===== src/core/prgb_consts.svh =====
// constants of the profile, ram word and gpio register bank
`ifndef PRGB_CONSTS_SVH
`define PRGB_CONSTS_SVH
`define PRGB_ADDR_LAST 5'h19
`define PRGB_ADDR_PROFILE7 5'h15
`define PRGB_ADDR_RAM 5'h16
`define PRGB_ADDR_GPIO_DIR 5'h18
`define PRGB_ADDR_GPIO_VAL 5'h19
`define PRGB_ADDR_HOLE_A0 5'h07
`define PRGB_ADDR_HOLE_A1 5'h08
`define PRGB_ADDR_HOLE_B0 5'h0B
`define PRGB_ADDR_HOLE_B1 5'h0D
`define PRGB_ADDR_HOLE_C 5'h17
`define PRGB_LEN_PROFILE 4'h8
`define PRGB_LEN_RAM 4'h4
`define PRGB_LEN_GPIO 4'h2
`define PRGB_LEN_NONE 4'h0
`define PRGB_RST_PROFILE 64'h0000000000000000
`define PRGB_RST_RAM 32'h00000000
`define PRGB_RST_GPIO 16'h0000
`define PRGB_ST_OPEN_MASK 64'h3FFFFFFFFFFFFFFF
`define PRGB_ST_AMP_HI 61
`define PRGB_ST_AMP_LO 48
`define PRGB_PHASE_HI 47
`define PRGB_PHASE_LO 32
`define PRGB_FTW_HI 31
`define PRGB_FTW_LO 0
`define PRGB_QD_RATE_HI 63
`define PRGB_QD_RATE_LO 58
`define PRGB_QD_INVERT 57
`define PRGB_QD_BYPASS 56
`define PRGB_QD_SCALE_HI 55
`define PRGB_QD_SCALE_LO 48
`endif


===== src/core/prgb_pkg.sv =====
// types shared by the register bank
package prgb_pkg;
	// operating mode codes; 2'b11 behaves as interpolating converter
	typedef enum logic [1:0]
	{
		PRGB_MODE_QUAD = 2'b00,
		PRGB_MODE_TONE = 2'b01,
		PRGB_MODE_INTERP = 2'b10
	} prgb_mode_t;
endpackage


===== src/core/prgb_sync.sv =====
// two-flop synchroniser for asynchronous pin levels
module prgb_sync #(
	parameter int W = 1
) (
	input wire logic clk,
	input wire logic rst,
	input wire logic [W-1:0] d,
	output logic [W-1:0] q
);
	logic [W-1:0] meta_r; // first stage, read only by the second

	// plain double register against metastability
	always_ff @(posedge clk or posedge rst)
	begin
		if (rst)
		begin
			meta_r <= '0;
			q <= '0;
		end
		else
		begin
			meta_r <= d;
			q <= meta_r;
		end
	end
endmodule


===== src/core/prgb_bank.sv =====
// profile seven, ram word and gpio register bank with update buffering
`include "prgb_consts.svh"
module prgb_bank
	import prgb_pkg::*;
#(
	parameter logic [3:0] OTHER_LEN = 4'h4 // length of registers kept elsewhere
) (
	input wire logic clk,
	input wire logic rst,
	input wire logic [4:0] acc_addr,
	input wire logic acc_wr,
	input wire logic acc_rd,
	input wire logic [63:0] acc_wdata,
	input wire logic [1:0] op_mode,
	input wire logic io_update_pin,
	input wire logic [2:0] profile_pin,
	output logic [63:0] rd_data_r,
	output logic rd_valid_r,
	output logic [3:0] acc_len_r,
	output logic acc_impl_r,
	output logic acc_local_r,
	output logic layout_quad_r,
	output logic [63:0] profile_act_r,
	output logic [31:0] ram_act_r,
	output logic [15:0] gpio_dir_act_r,
	output logic [15:0] gpio_val_act_r
);
	// true when the address holds one of the twenty registers
	function automatic logic is_impl(input logic [4:0] a);
		logic hole;
		hole = (a == `PRGB_ADDR_HOLE_A0) || (a == `PRGB_ADDR_HOLE_A1) ||
			((a >= `PRGB_ADDR_HOLE_B0) && (a <= `PRGB_ADDR_HOLE_B1)) ||
			(a == `PRGB_ADDR_HOLE_C);
		return (a <= `PRGB_ADDR_LAST) && !hole;
	endfunction

	// byte count that a serial transfer at this address carries
	function automatic logic [3:0] reg_len(input logic [4:0] a);
		logic [3:0] n;
		n = `PRGB_LEN_NONE;
		if (a == `PRGB_ADDR_PROFILE7)
			n = `PRGB_LEN_PROFILE;
		else if (a == `PRGB_ADDR_RAM)
			n = `PRGB_LEN_RAM;
		else if ((a == `PRGB_ADDR_GPIO_DIR) || (a == `PRGB_ADDR_GPIO_VAL))
			n = `PRGB_LEN_GPIO;
		else if (is_impl(a))
			n = OTHER_LEN;
		return n;
	endfunction

	logic [63:0] profile_buf_r; // serial-side copy of profile seven
	logic [31:0] ram_buf_r; // serial-side ram word
	logic [15:0] gpio_dir_buf_r; // serial-side gpio direction
	logic [15:0] gpio_val_buf_r; // serial-side gpio values
	logic upd_s; // synchronised update level
	logic upd_d_r; // previous update level for edge detect
	logic [2:0] prof_s; // synchronised profile select
	logic [2:0] prof_d_r; // previous profile select
	logic prof_armed_r; // holds change detect off right after reset

	// pins cross into the core clock before anything looks at them
	prgb_sync #(.W(1)) u_upd_sync (
		.clk(clk),
		.rst(rst),
		.d(io_update_pin),
		.q(upd_s)
	);
	prgb_sync #(.W(3)) u_prof_sync (
		.clk(clk),
		.rst(rst),
		.d(profile_pin),
		.q(prof_s)
	);

	// decode of the current access
	wire addr_impl = is_impl(acc_addr);
	wire hit_prof = acc_addr == `PRGB_ADDR_PROFILE7;
	wire hit_ram = acc_addr == `PRGB_ADDR_RAM;
	wire hit_dir = acc_addr == `PRGB_ADDR_GPIO_DIR;
	wire hit_val = acc_addr == `PRGB_ADDR_GPIO_VAL;
	wire hit_local = hit_prof | hit_ram | hit_dir | hit_val;
	wire [3:0] len_nxt = reg_len(acc_addr);

	// mode decode; the top code also means interpolating converter
	wire mode_quad = op_mode == PRGB_MODE_QUAD;
	wire mode_tone = op_mode == PRGB_MODE_TONE;

	// open top bits of the tone layout are dropped so they read zero
	wire [63:0] prof_wmask = mode_tone ? `PRGB_ST_OPEN_MASK : ~64'h0;
	wire [63:0] prof_wval = acc_wdata & prof_wmask;

	// transfer moments: update rising edge or any profile pin change
	wire upd_edge = upd_s & ~upd_d_r;
	wire prof_change = prof_armed_r & (prof_s != prof_d_r);
	wire xfer = upd_edge | prof_change;

	// read selection over the serial-side copies
	wire [63:0] rd_nxt = hit_prof ? profile_buf_r :
		hit_ram ? {32'h0, ram_buf_r} :
		hit_dir ? {48'h0, gpio_dir_buf_r} :
		hit_val ? {48'h0, gpio_val_buf_r} : 64'h0;

	// edge detect history; first cycle after reset never counts as change
	always_ff @(posedge clk or posedge rst)
	begin
		if (rst)
		begin
			upd_d_r <= 1'b0;
			prof_d_r <= 3'h0;
			prof_armed_r <= 1'b0;
		end
		else
		begin
			upd_d_r <= upd_s;
			prof_d_r <= prof_s;
			prof_armed_r <= 1'b1;
		end
	end

	// buffer stage: serial writes land here only
	always_ff @(posedge clk or posedge rst)
	begin
		if (rst)
		begin
			profile_buf_r <= `PRGB_RST_PROFILE;
			ram_buf_r <= `PRGB_RST_RAM;
			gpio_dir_buf_r <= `PRGB_RST_GPIO;
			gpio_val_buf_r <= `PRGB_RST_GPIO;
		end
		else if (acc_wr)
		begin
			// unimplemented addresses fall through with no storage
			if (hit_prof)
				profile_buf_r <= prof_wval;
			if (hit_ram)
				ram_buf_r <= acc_wdata[31:0];
			if (hit_dir)
				gpio_dir_buf_r <= acc_wdata[15:0];
			if (hit_val)
				gpio_val_buf_r <= acc_wdata[15:0];
		end
	end

	// active stage: a write in the same cycle as a transfer waits for the next
	always_ff @(posedge clk or posedge rst)
	begin
		if (rst)
		begin
			profile_act_r <= `PRGB_RST_PROFILE;
			ram_act_r <= `PRGB_RST_RAM;
			gpio_dir_act_r <= `PRGB_RST_GPIO;
			gpio_val_act_r <= `PRGB_RST_GPIO;
		end
		else if (xfer)
		begin
			profile_act_r <= profile_buf_r;
			ram_act_r <= ram_buf_r;
			gpio_dir_act_r <= gpio_dir_buf_r;
			gpio_val_act_r <= gpio_val_buf_r;
		end
	end

	// access answers and layout flag, one cycle behind the request
	always_ff @(posedge clk or posedge rst)
	begin
		if (rst)
		begin
			rd_data_r <= 64'h0;
			rd_valid_r <= 1'b0;
			acc_len_r <= `PRGB_LEN_NONE;
			acc_impl_r <= 1'b0;
			acc_local_r <= 1'b0;
			layout_quad_r <= 1'b1;
		end
		else
		begin
			rd_valid_r <= acc_rd;
			if (acc_rd)
				rd_data_r <= rd_nxt;
			acc_len_r <= len_nxt;
			acc_impl_r <= addr_impl;
			acc_local_r <= hit_local;
			layout_quad_r <= mode_quad;
		end
	end
endmodule


===== config.mk =====
export PLATFORM = sky130hd
export DESIGN_NAME = prgb_bank
export DESIGN_NICKNAME = d
export VERILOG_FILES = /design/src/core/prgb_pkg.sv /design/src/core/prgb_sync.sv /design/src/core/prgb_bank.sv
export VERILOG_INCLUDE_DIRS = /design/src /design/src/core
export SDC_FILE = /design/constraint.sdc
export NUM_CORES = 1
export LEC_CHECK = 0
export ABC_AREA = 0
export BUFFER_PORTS_ARGS = -buffer_cell sky130_fd_sc_hd__buf_2
export CAP_MARGIN = 30
export CORE_MARGIN = 2
export CORE_UTILIZATION = 25
export CTS_BUF_LIST = sky130_fd_sc_hd__clkbuf_8
export DETAILED_ROUTE_END_ITERATION = 10
export GPL_TIMING_DRIVEN = 0
export SLEW_MARGIN = 10
export SYNTH_ARGS = -nofsm -noshare
export SYNTH_HDL_FRONTEND = slang
export SYNTH_HIERARCHICAL = 1
export SYNTH_SLANG_ARGS = --single-unit

===== constraint.sdc =====
create_clock -name clk -period 20.8 [get_ports clk]
set_input_delay 2.08 -clock clk [delete_from_list [all_inputs] [get_ports clk]]
set_output_delay 2.08 -clock clk [all_outputs]
set_load 0.03 [all_outputs]

## Word-level counts from Yosys, hierarchy flattened

Cells that the tools add are included.

| word-level totals | value |
|---|---|
| flip-flop bits (word level) | 341 |
| bits of input ports | 79 |
| output and inout bits | 200 |
| word-level logic and storage cells | 62 |

| cells by class | value |
|---|---|
| magnitude comparators | 3 |
| equal/unequal tests | 9 |
| multiplexer cells | 9 |
| bitwise gates (word level) | 8 |
| reductions and logical operators | 12 |

Operators by type and width:

| operator | count |
|---|---|
| $mux W64 | 2 |
| $and A64 B64 Y64 | 1 |
| $mux W16 | 2 |
| $mux W32 | 1 |
| $eq A5 B5 Y1 const B | 5 |
| $mux W3 | 3 |
| $reduce_and A2 Y1 | 4 |
| $eq A5 B3 Y1 const B | 1 |
| $eq A5 B4 Y1 const B | 1 |
| $ge A5 B4 Y1 const B | 1 |
| $le A5 B4 Y1 const B | 1 |
| $le A5 B5 Y1 const B | 1 |
| $logic_or A1 B1 Y1 | 4 |
| $mux W4 | 1 |
| $or A1 B1 Y1 | 4 |
| $ne A3 B3 Y1 | 1 |
| $and A1 B1 Y1 | 2 |
| $eq A2 B1 Y1 const B | 1 |
| $logic_and A1 B1 Y1 | 2 |
| $logic_not A2 Y1 | 1 |
| $logic_not A1 Y1 | 1 |
| $not A1 Y1 | 1 |

## Logic depth before layout (Yosys ltp)

Gate-level depths: netlist (run 1).

| logic depth | value |
|---|---|
| depth after elaboration | 10 |
| depth in mapped cells | 6 |
| depth with buffers taken out | 4 |

## Modules after synthesis

The synthesis (run 1) kept the hierarchy.

Modules (own cells, without submodules):

| module | times used | cells an instance | area an instance (µm²) |
|---|---|---|---|
| prgb_bank | 1 | 1819 | 18381.4 |
| prgb_sync (u_prof_sync) | 1 | 7 | 153.9 |
| prgb_sync (u_upd_sync) | 1 | 3 | 53.8 |

## Least setup slack after synthesis (run 1)

No wires, ideal clock.

| path | value |
|---|---|
| path kind | input to register |
| start point | in acc_addr[4] |
| end point | reg rd_data_r[0] |
| setup time | 126 ps |
| arrival | 3118 ps |
| data required time | 20674 ps |
| setup slack | 17557 ps |
| stages | 6 |
| path buffers | 3 |
| path through | and3b_1 -> buf_6 -> and3_1 -> buf_2 -> buf_6 -> a221o_1 |

| between the ends | value |
|---|---|
| word-level cells in the longest chain between the ends | 5 |
| elaborated cells on any way between the ends | 8 |
| those cells by class | eq/ne (4); mux (4) |

Ends and longest elaborated chain:

| what | line | RTL |
|---|---|---|
| start: declaration | prgb_bank.sv:10 | `input wire logic [4:0] acc_addr,` |
| $eq A5 B5 Y1 (no line) | n/a |  |
| $mux W16 | prgb_bank.sv:102 | `hit_val ? {48'h0, gpio_val_buf_r} : 64'h0;` |
| $mux W16 | prgb_bank.sv:101 | `hit_dir ? {48'h0, gpio_dir_buf_r} :` |
| $mux W32 | prgb_bank.sv:100 | `hit_ram ? {32'h0, ram_buf_r} :` |
| $mux W64 (*) | prgb_bank.sv:99 | `wire [63:0] rd_nxt = hit_prof ? profile_buf_r :` |
| end signal: assignment | prgb_bank.sv:180 | `rd_data_r <= rd_nxt;` |
| end: declaration | prgb_bank.sv:17 | `output logic [63:0] rd_data_r,` |

Every way passes the cells marked *; elsewhere a longest branch is shown, timed or not.
A chain may end at the register's enable or synchronous reset.

## Worst setup path in the final report (run 1)

| path | value |
|---|---|
| start point | in acc_addr[0] |
| end point | reg acc_len_r[2] |

| between the ends | value |
|---|---|
| elaborated cells on any way between the ends | 21 |
| those cells by class | order compare (3); eq/ne (7); mux (4); reduce/logical (7) |

RTL lines:

| what | line | RTL |
|---|---|---|
| $eq A5 B5 Y1 (no line) | n/a |  |
| net hit_prof | prgb_bank.sv:78 | `` wire hit_prof = acc_addr == `PRGB_ADDR_PROFILE7; `` |
| $mux W4 | prgb_bank.sv:41 | `` if (a == `PRGB_ADDR_PROFILE7) `` |
| net len_nxt[2] | prgb_bank.sv:83 | `wire [3:0] len_nxt = reg_len(acc_addr);` |
| end signal: assignment | prgb_bank.sv:171 | `` acc_len_r <= `PRGB_LEN_NONE; `` |
| end signal: assignment | prgb_bank.sv:181 | `acc_len_r <= len_nxt;` |
| end: declaration | prgb_bank.sv:19 | `output logic [3:0] acc_len_r,` |

The timed path passes the listed nets, and every way through them passes these cells.

==> results of run 1 <==
-- final cells by class --
| type | instances | area, um2 | area share |
|---|---|---|---|
| tap | 959 | 1200 | 0.05267 |
| antenna | 3 | 7.507 | 0.0003295 |
| buffer | 201 | 927.1 | 0.04070 |
| clock inverter | 38 | 277.8 | 0.01219 |
| clock buffer | 83 | 1142 | 0.05014 |
| timing repair buffer | 286 | 1555 | 0.06827 |
| multi-input combinational | 1248 | 9005 | 0.3953 |
| inverter | 40 | 157.7 | 0.006920 |
| sequential | 340 | 8509 | 0.3735 |
-- report_power, final --
part / total [mW] / switching [mW] / internal, mW / leakage (nW)
Combinational: 0.665 / 0.424 / 0.242 / 5.01
Sequential: 0.915 / 0.127 / 0.789 / 4.34
Clock: 0.731 / 0.320 / 0.411 / 0.807
-- worst paths after layout --
| kind | start | to | slack (ps) |
|---|---|---|---|
| worst max register to register | prof_d_r[0]$_DFF_PP0_ | profile_act_r[27]$_DFFE_PP0P_ | 18410 |
| min in group asynchronous | rst | u_upd_sync/meta_r$_DFF_PP0_ | 1320 |
| worst max-delay path | acc_addr[0] | acc_len_r[2]$_DFF_PP0_ | 17240 |
| worst min register to register | u_prof_sync/meta_r[0]$_DFF_PP0_ | u_prof_sync/q[0]$_DFF_PP0_ | 330 |
| max in group asynchronous | rst | rd_data_r[26]$_DFFE_PP0P_ | 18050 |
| worst min-delay path | u_prof_sync/meta_r[0]$_DFF_PP0_ | u_prof_sync/q[0]$_DFF_PP0_ | 330 |
-- layer usage --
layer | GRT usage | part of all wire
met1 | 0.2538 | 0.45
met2 | 0.2790 | 0.45
met3 | 0.04058 | 0.065
met4 | 0.07009 | 0.033
met5 | 0 | 0.000098
-- cells in the final DEF, fill, tap and decap left out, types with 32 or more instances in the layout --
cell type and instances:
dfrtp_1 339, and2_1 128, nor2b_1 147, clkbuf_1 147, buf_2 302, and3b_1 129, clkbuf_8 83, nand2_1 35
o211ai_1 129, a221oi_1 128, inv_1 61, o21ai_0 125, o22ai_1 32, nand3_1 161, mux2_2 123
-- worst max-delay path, stage by stage --
cell,delay (ps)
buf_2,120
nor2b_1,130
buf_2,250
nand2_1,350
inv_1,200
a2111oi_0,890
-- kinds of logic after synthesis --
kind of cell,count (synthesis),share of synthesized area
AO/OA/AOI/OAI,471,0.1826
XOR/XNOR,4,0.001885
buffers and inverters,241,0.05782
flip-flops,340,0.4578
multiplexers,144,0.08710
other,2,0.0004040
AND/OR/NAND/NOR,627,0.2124
-- metrics by stage --
| stage | instances | util |
|---|---|---|
| finish | 3198 | 0.3107 |
| floorplan | 1829 | - |
| global route | 3196 | 0.3106 |
| CTS | 3195 | 0.3106 |
| detailed placement | 3074 | 0.2912 |
| global placement | 3065 | 0.2888 |
-- registers in the layout, indices dropped and copies added (netlist names), 16 cells and up --
register,count
ram_buf_r,32
gpio_val_act_r,16
profile_act_r,64
rd_data_r,64
gpio_dir_buf_r,16
gpio_dir_act_r,16
profile_buf_r,64
gpio_val_buf_r,16
ram_act_r,32
==> flow_metrics.tcl, run 1 <==
set metrics [dict create \
    status "complete, no violations" \
    ys_seq_area_frac 0.4578 \
    cts_setup_buffers 0 \
    path_class "in2reg" \
    fin_ws_ps 17240 \
    ir_drop_uv 51.65 \
    drtPass1Iterations 5 \
    synth.distinct_cells 41 \
    synth_seq_cells 340 \
    clk_latency_ps 670 \
    rsz0062_at_grt "false" \
    grt_pass1_wl_um 107800 \
    hold_viol 0 \
    grt_max_degree 109 \
    fin_skew_ps 36.21 \
    finalSetupTns_ps 0 \
    relSlewSlack 0.2537 \
    tightest_slew_ps 1091 \
    crit_fanout 10 \
    drv_slew 0 \
    finalSetupViolations 0 \
    grt_usage 0.1836 \
    synth_area_leader_cell "dfrtp_1" \
    synthArstFlopShare 1.000 \
    syn_nets 1908 \
    timing.final.crit_share 0.1709 \
    top_level_ports 279 \
    fin_nets 2264 \
    dieArea_mm2 0.07655 \
    drv_cap 0 \
    setup.worst_path.end_class "flop" \
    via_per_inst 5.165 \
    drc 0 \
    synth_edf_count 0 \
    fp-row-count 99 \
    yosysWarnings 6 \
    synth_most_common_cell "dfrtp_1" \
    cts.sinks 340 \
    drtAntennaViolNets 0 \
    critPathRequiredTime_ps 21260 \
    syn2layout_area_growth_pct 22.55 \
    yosys.area.top_type_share 0.4564 \
    worstRegToRegCells 6 \
    clk_pin_slew_worst_paths_ps 60 \
    coreArea_mm2 0.07333 \
    fin_hold_ws_ps 332.0 \
    drtIter0Drc 1574 \
    grt.overflow.total 0 \
    synth_cells 1829 \
    cts_max_level 3 \
    syn_area_mm2 0.01859 \
    syn_area_per_cell_um2 10.16 \
    wl_per_cell_um 22.39 \
    cts_resized 0 \
    fill_cells 7695 \
    globalplace.congestion 0.8422 \
    synth_top_cells_by_area "dfrtp_1, mux2_2, and3b_1" \
    pre_cts_ws_ps 16560 \
    wl_um 71610 \
    min_period_ps 3555 \
    grt_pass1_vias 16377 \
    place_hpwl_um 51800 \
    hold_buffers 0 \
    cts_root_buffer "clkbuf_8" \
    start_util 0.2535 \
    hold_depth 0 \
    design_area_mm2 0.02278 \
    power.density_mw_per_mm2 101.5 \
    portBuffers 277 \
    power_mw 2.312 \
    arrival_ps 4020 \
    drive_above_1_share 0.2509 \
    cts_tree "built" \
    antenna_found_initial 10 \
    max_freq_ghz 0.2813 \
    worstSetupStartpointType "input port" \
    holdCritPathClass "reg2reg" \
    vias 16519 \
    postPlaceCellArea_mm2 0.02135 \
    p_leak_nw 10.16 \
    die_y_um 276.7 \
    clockBufferDepth 3 \
    synth-main-ff-cell "dfrtp_1" \
    numCtsBuffers 68 \
    yosys-top-cells-count "dfrtp_1, nand3_1, clkbuf_1" \
    fp.dieW_um 276.7 \
]
No activity file was read; power rests on OpenSTA's default activity.
==> run 2, diff against run 1 <==
- clock period: 20.8 -> 3.1 ns (I/O delays scaled with it)
==> run 2 against run 1 <==
Net effect:
- first-iteration DRC count decreased by 10%
- global-route usage is 0.055 points higher
- critical path depth unchanged
- hold slack worse by 270 ps
- clock skew up 11 ps
- sequential share of layout area down 1.5 points
- non-clock buffer count is 84 higher
- worst setup slack worse by 17000 ps
- register-to-register slack got worse by 18000 ps
- die area stayed put
- clock-buffer cell count rose by 5
- routed wire length grew 0.96%
==> flow_metrics.tcl, run 2 (same netlist as run 1, synthesis figures left out) <==
set metrics [dict create \
    dieArea_mm2 0.07655 \
    min_period_ps 2357 \
    start_util 0.2535 \
    grt_usage 0.1842 \
    grt_pass1_vias 16692 \
    place_hpwl_um 52340 \
    finalSetupViolations 0 \
    grt_pass1_wl_um 108400 \
    clk_pin_slew_worst_paths_ps 60 \
    arrival_ps 2900 \
    switching_share 0.3770 \
    die_y_um 276.7 \
    p_leak_nw 10.56 \
    cts_setup_buffers 0 \
    clockBufferDepth 3 \
    ir_drop_uv 347.2 \
    min_to "profile_buf_r[63]$_DFFE_PP0P_" \
    power.density_mw_per_mm2 658.9 \
    timing.final.crit_share 0.7604 \
    path_class "reg2reg" \
    hold_buffers 74 \
    met1_length_um 31430 \
    crit_fanout 10 \
    rsz0062_at_grt "false" \
    power.internal_mw 9.734 \
    fin_cells 3281 \
    fp.dieW_um 276.7 \
    finalSetupTns_ps 0 \
    cts_tree "built" \
    top_level_ports 279 \
    drc 0 \
    setup.worst_path.end_class "flop" \
    worstReg2RegStart "u_prof_sync/q[0]$_DFF_PP0_" \
    hold_viol 0 \
    relSlewSlack 0.4308 \
    fin_nets 2350 \
    cts_root_buffer "clkbuf_8" \
    met2_wirelength_um 32840 \
    fin_skew_ps 47.50 \
    wl_met3_um 5588 \
    syn2layout_area_growth_pct 27.56 \
    drive_above_1_share 0.2482 \
    holdCritPathClass "in2reg" \
    clkPwrFrac 0.314 \
    cts_max_level 3 \
    post-place-cells 3082 \
    numCtsBuffers 70 \
    fp-row-count 99 \
    drtIter0Drc 1412 \
    switching_power_mw 5.889 \
    cts.sinks 340 \
    cts_resized 0 \
    status "complete, no violations" \
    max_freq_ghz 0.4242 \
    fin_hold_ws_ps 60.72 \
    crit_start "u_prof_sync/q[0]$_DFF_PP0_" \
    antenna_found_initial 5 \
    critPathRequiredTime_ps 3650 \
    r2r_end "profile_act_r[23]$_DFFE_PP0P_" \
    power_frac_seq 0.394 \
    hold_depth 4 \
    grt.overflow.total 0 \
    highest_layer "met5" \
    wl_um 72290 \
    hp-start "op_mode[0]" \
    worstSetupStartpointType "flop" \
    reg2reg_slack_ps 740 \
    worstRegToRegCells 6 \
    grt_max_degree 38 \
    clk_latency_ps 660 \
    reg.largest.list "profile_act_r (64), profile_buf_r (64), rd_data_r (64)" \
    final_common_cell "dfrtp_1" \
    vias 16967 \
    drtPass1Iterations 5 \
    finalCoreUtilization 0.3234 \
    drv_slew 0 \
    mostFrequentLayoutCells "dfrtp_1, buf_2, nand3_1" \
    via_per_inst 5.171 \
    drv_cap 0 \
    portBuffers 277 \
    power_frac_comb 0.293 \
    drtAntennaViolNets 0 \
    tightest_slew_ps 853.9 \
    globalplace.congestion 0.8408 \
    wl_per_cell_um 22.03 \
    coreArea_mm2 0.07333 \
]
run 2: changes by cell type in the layout (fill, tap and decap cells not counted), sizes merged:
cell	previous run	this run
clkinvlp	3	1
bufinv	4	2
buf	338	347
clkinv	7	11
diode	3	1
clkbuf	232	237
dlygate4sd3	0	74
dlymetal6s2s	0	1
inv	64	60
run 2: cell type report:
cell class	instances	area, um2
tap	959	1200
clock buffer	88	1211
buffer	201	927.1
timing repair buffer	370	2476
antenna	1	2.502
clock inverter	34	227.7
inverter	40	153.9
multi-input combinational	1248	9005
sequential	340	8509
fill	7634	49620
run 2: per-layer routing:
| layer | vias up | track usage |
|---|---|---|
| li1 | 7691 | - |
| met1 | 8509 | 0.2447 |
| met2 | 641 | 0.2881 |
| met3 | 122 | 0.04522 |
| met4 | 4 | 0.07079 |
| met5 | - | 0 |
run 2: worst max path at each step:
| stage | cells after the start | end |
|---|---|---|
| global route | 6 | profile_act_r[28]$_DFFE_PP0P_ |
| floorplan | 1 | acc_impl_r$_DFF_PP0_ |
| detailed placement | 6 | acc_len_r[2]$_DFF_PP0_ |
| global placement | 2 | rd_data_r[35]$_DFFE_PP0P_ |
| CTS | 6 | profile_act_r[23]$_DFFE_PP0P_ |
| finish | 6 | profile_act_r[23]$_DFFE_PP0P_ |
run 2: metrics by stage:
step                      total power [mW]  worst slack (ps)  cell area (um2)
after floorplan                      8.912             -1644            18590
after global placement               10.59             -4132            21180
after detailed placement             10.68             647.0            21510
after CTS                            15.76             800.6            23690
after global routing                 16.40             657.5            23710
final                                15.62             742.7            23710
run 2: critical path: stages (launching register included):
cell      delay, ps
dfrtp_1         380
xor2_1          440
clkbuf_1        470
buf_8           240
clkbuf_1        380
o21ai_0         180
o211ai_1        140
run 2: power by group through the flow:
stage | sequential, mW | clock (mW) | combinational, mW
floorplan | 6.90 | 0 | 2.02
global placement | 6.19 | 0 | 4.40
detailed placement | 6.20 | 0 | 4.48
CTS | 6.13 | 5.04 | 4.58
global route | 6.27 | 5.24 | 4.89
finish | 6.15 | 4.90 | 4.57
==> run 3, diff against run 2 <==
- clock period: 3.1 -> 2.32 ns (I/O delays scaled with it)
==> run 3 against run 2 <==
Net effect:
- worst setup slack worse by 650 ps
- core utilization increased by 0.063 points
- routed wire length increased by 0.10%
- final area rose by 0.20%
- combinational power rose by 34%
- sequential share of layout area is 0.070 points lower
- global-route usage about the same
==> flow_metrics.tcl, run 3 (same netlist as run 1, synthesis figures left out) <==
set metrics [dict create \
    clk_latency_ps 660 \
    rsz0062_at_grt "false" \
    wl_met3_um 5158 \
    power.density_mw_per_mm2 879.5 \
    fp.dieW_um 276.7 \
    min_period_ps 2225 \
    drv_slew 0 \
    critPathSlowestCell "clkbuf_1" \
    grt.overflow.total 0 \
    die_y_um 276.7 \
    power_frac_seq 0.394 \
    numCtsBuffers 70 \
    cts_tree "built" \
    path_cells "clkbuf_1 -> buf_8 -> clkbuf_1 -> and3b_1 -> a221oi_1 -> o211ai_1" \
    cts_max_level 3 \
    fin_skew_ps 47.07 \
    cts_root_buffer "clkbuf_8" \
    finalCoreUtilization 0.3240 \
    drc 0 \
    final_common_cell "dfrtp_1" \
    drtAntennaViolNets 0 \
    start_util 0.2535 \
    ir_drop_uv 463.6 \
    grt_usage 0.1842 \
    place_hpwl_um 52340 \
    wl_um 72370 \
    critPathRequiredTime_ps 2860 \
    highest_layer "met5" \
    syn2layout_area_growth_pct 27.81 \
    arrival_ps 2760 \
    grt_pass1_wl_um 108500 \
    holdCritPathClass "in2async" \
    reg2reg_slack_ps 100 \
    mostFrequentLayoutCells "dfrtp_1, buf_2, nand3_1" \
    clockBufferDepth 3 \
    path_class "reg2reg" \
    postPlaceCellArea_mm2 0.02151 \
    power_frac_comb 0.293 \
    via_per_inst 5.171 \
    vias 16987 \
    status "complete, no violations" \
    wl_per_cell_um 22.03 \
    seqCellArea_mm2 0.008509 \
    met2_wirelength_um 32770 \
    drtIter0Drc 1390 \
    clk_pin_slew_worst_paths_ps 50 \
    fin_nets 2354 \
    cts.sinks 340 \
    design_area_mm2 0.02376 \
    crit_fanout 10 \
    drive_above_1_share 0.2499 \
    fin_ws_ps 95.27 \
    grt_max_degree 38 \
    drtPass1Iterations 5 \
    max_freq_ghz 0.4495 \
    switching_power_mw 7.882 \
    finalSetupTns_ps 0 \
    hold_viol 0 \
    power.internal_mw 13.01 \
    relSlewSlack 0.4292 \
    coreArea_mm2 0.07333 \
    power_mw 20.90 \
    dieArea_mm2 0.07655 \
    fp-row-count 99 \
    clkPwrFrac 0.314 \
    setup.worst_path.end_class "flop" \
    finalSetupViolations 0 \
    switching_share 0.3772 \
    pre_cts_ws_ps -55.01 \
    met1_length_um 31960 \
    drv_cap 0 \
    portBuffers 277 \
    grt_pass1_vias 16715 \
    p_leak_nw 10.59 \
    antenna_found_initial 5 \
    worstSetupStartpointType "flop" \
    timing.final.crit_share 0.9589 \
    globalplace.congestion 0.8408 \
    top_level_ports 279 \
    tightest_slew_ps 856.3 \
    cts_setup_buffers 0 \
    reg.largest.list "profile_act_r (64), profile_buf_r (64), rd_data_r (64)" \
    crit_top_cell "clkbuf_1" \
    multi_input_area_mm2 0.009005 \
    fill_cells 7635 \
    cpPeakStageDelay_ps 610 \
]
==> run 3: cell types whose count changed in the layout (fill, tap and decap cells not counted) <==
| cell | delta |
|---|---|
| clkbuf_1 | -5 |
| clkbuf_2 | +5 |
| dlygate4sd3_1 | +4 |
==> run 3: worst max-delay path: cells and delay by family, from the launching register on <==
family / cells / cell delay (ps)
flops: 1 / 470
buf+inv: 3 / 1220
simple gates: 1 / 240
compound gates: 2 / 180
==> run 3: final timing paths <==
path | cells after the start | startpoint | endpoint
setup / recovery | 6 | u_upd_sync/q$_DFF_PP0_ | profile_act_r[60]$_DFFE_PP0P_
hold / removal | 3 | rst | u_prof_sync/meta_r[2]$_DFF_PP0_
setup reg to reg | 6 | u_upd_sync/q$_DFF_PP0_ | profile_act_r[60]$_DFFE_PP0P_
hold reg to reg | 0 | u_prof_sync/meta_r[1]$_DFF_PP0_ | u_prof_sync/q[1]$_DFF_PP0_
max in group asynchronous | 7 | rst | layout_quad_r$_DFF_PP1_
min in group clk | 3 | acc_wr | gpio_val_buf_r[13]$_DFFE_PP0P_
==> run 3: final cells by class <==
| class | count | area share |
|---|---|---|
| Multi-Input combinational cell | 1248 | 0.3790 |
| Sequential cell | 340 | 0.3582 |
| Timing Repair Buffer | 374 | 0.1059 |
| Clock buffer | 88 | 0.05098 |
| Tap cell | 959 | 0.05050 |
| Buffer | 201 | 0.03929 |
| Clock inverter | 34 | 0.009584 |
| Inverter | 40 | 0.006477 |
| Antenna cell | 1 | 0.0001053 |
==> run 3: power groups by stage <==
stage | sequential, mW | clock [mW] | combinational (mW)
floorplan | 9.21 | 0 | 2.69
global placement | 8.27 | 0 | 5.88
detailed placement | 8.28 | 0 | 5.99
CTS | 8.20 | 6.74 | 6.13
global route | 8.38 | 7.00 | 6.55
finish | 8.22 | 6.56 | 6.11
==> run 3: through the flow <==
step	hold WS (ps)	instances
final	65.75	3285
after global routing	58.78	3285
after CTS	5.180	3282
after detailed placement	128.5	3082
after global placement	122.2	3065
after floorplan	-26.82	1829
==> run 3: timing repair <==
| item | in CTS | in global routing |
|---|---|---|
| hold buffers | 78 | 0 |
| hold endpoints to repair | 217 | 0 |
| resized for setup | 0 | 10 |
| setup endpoints to repair | 0 | 75 |
==> run 3: layer usage <==
metal,up-vias,global-route usage
li1,7714,-
met1,8514,0.2447
met2,629,0.2883
met3,126,0.04522
met4,4,0.07079
met5,-,0
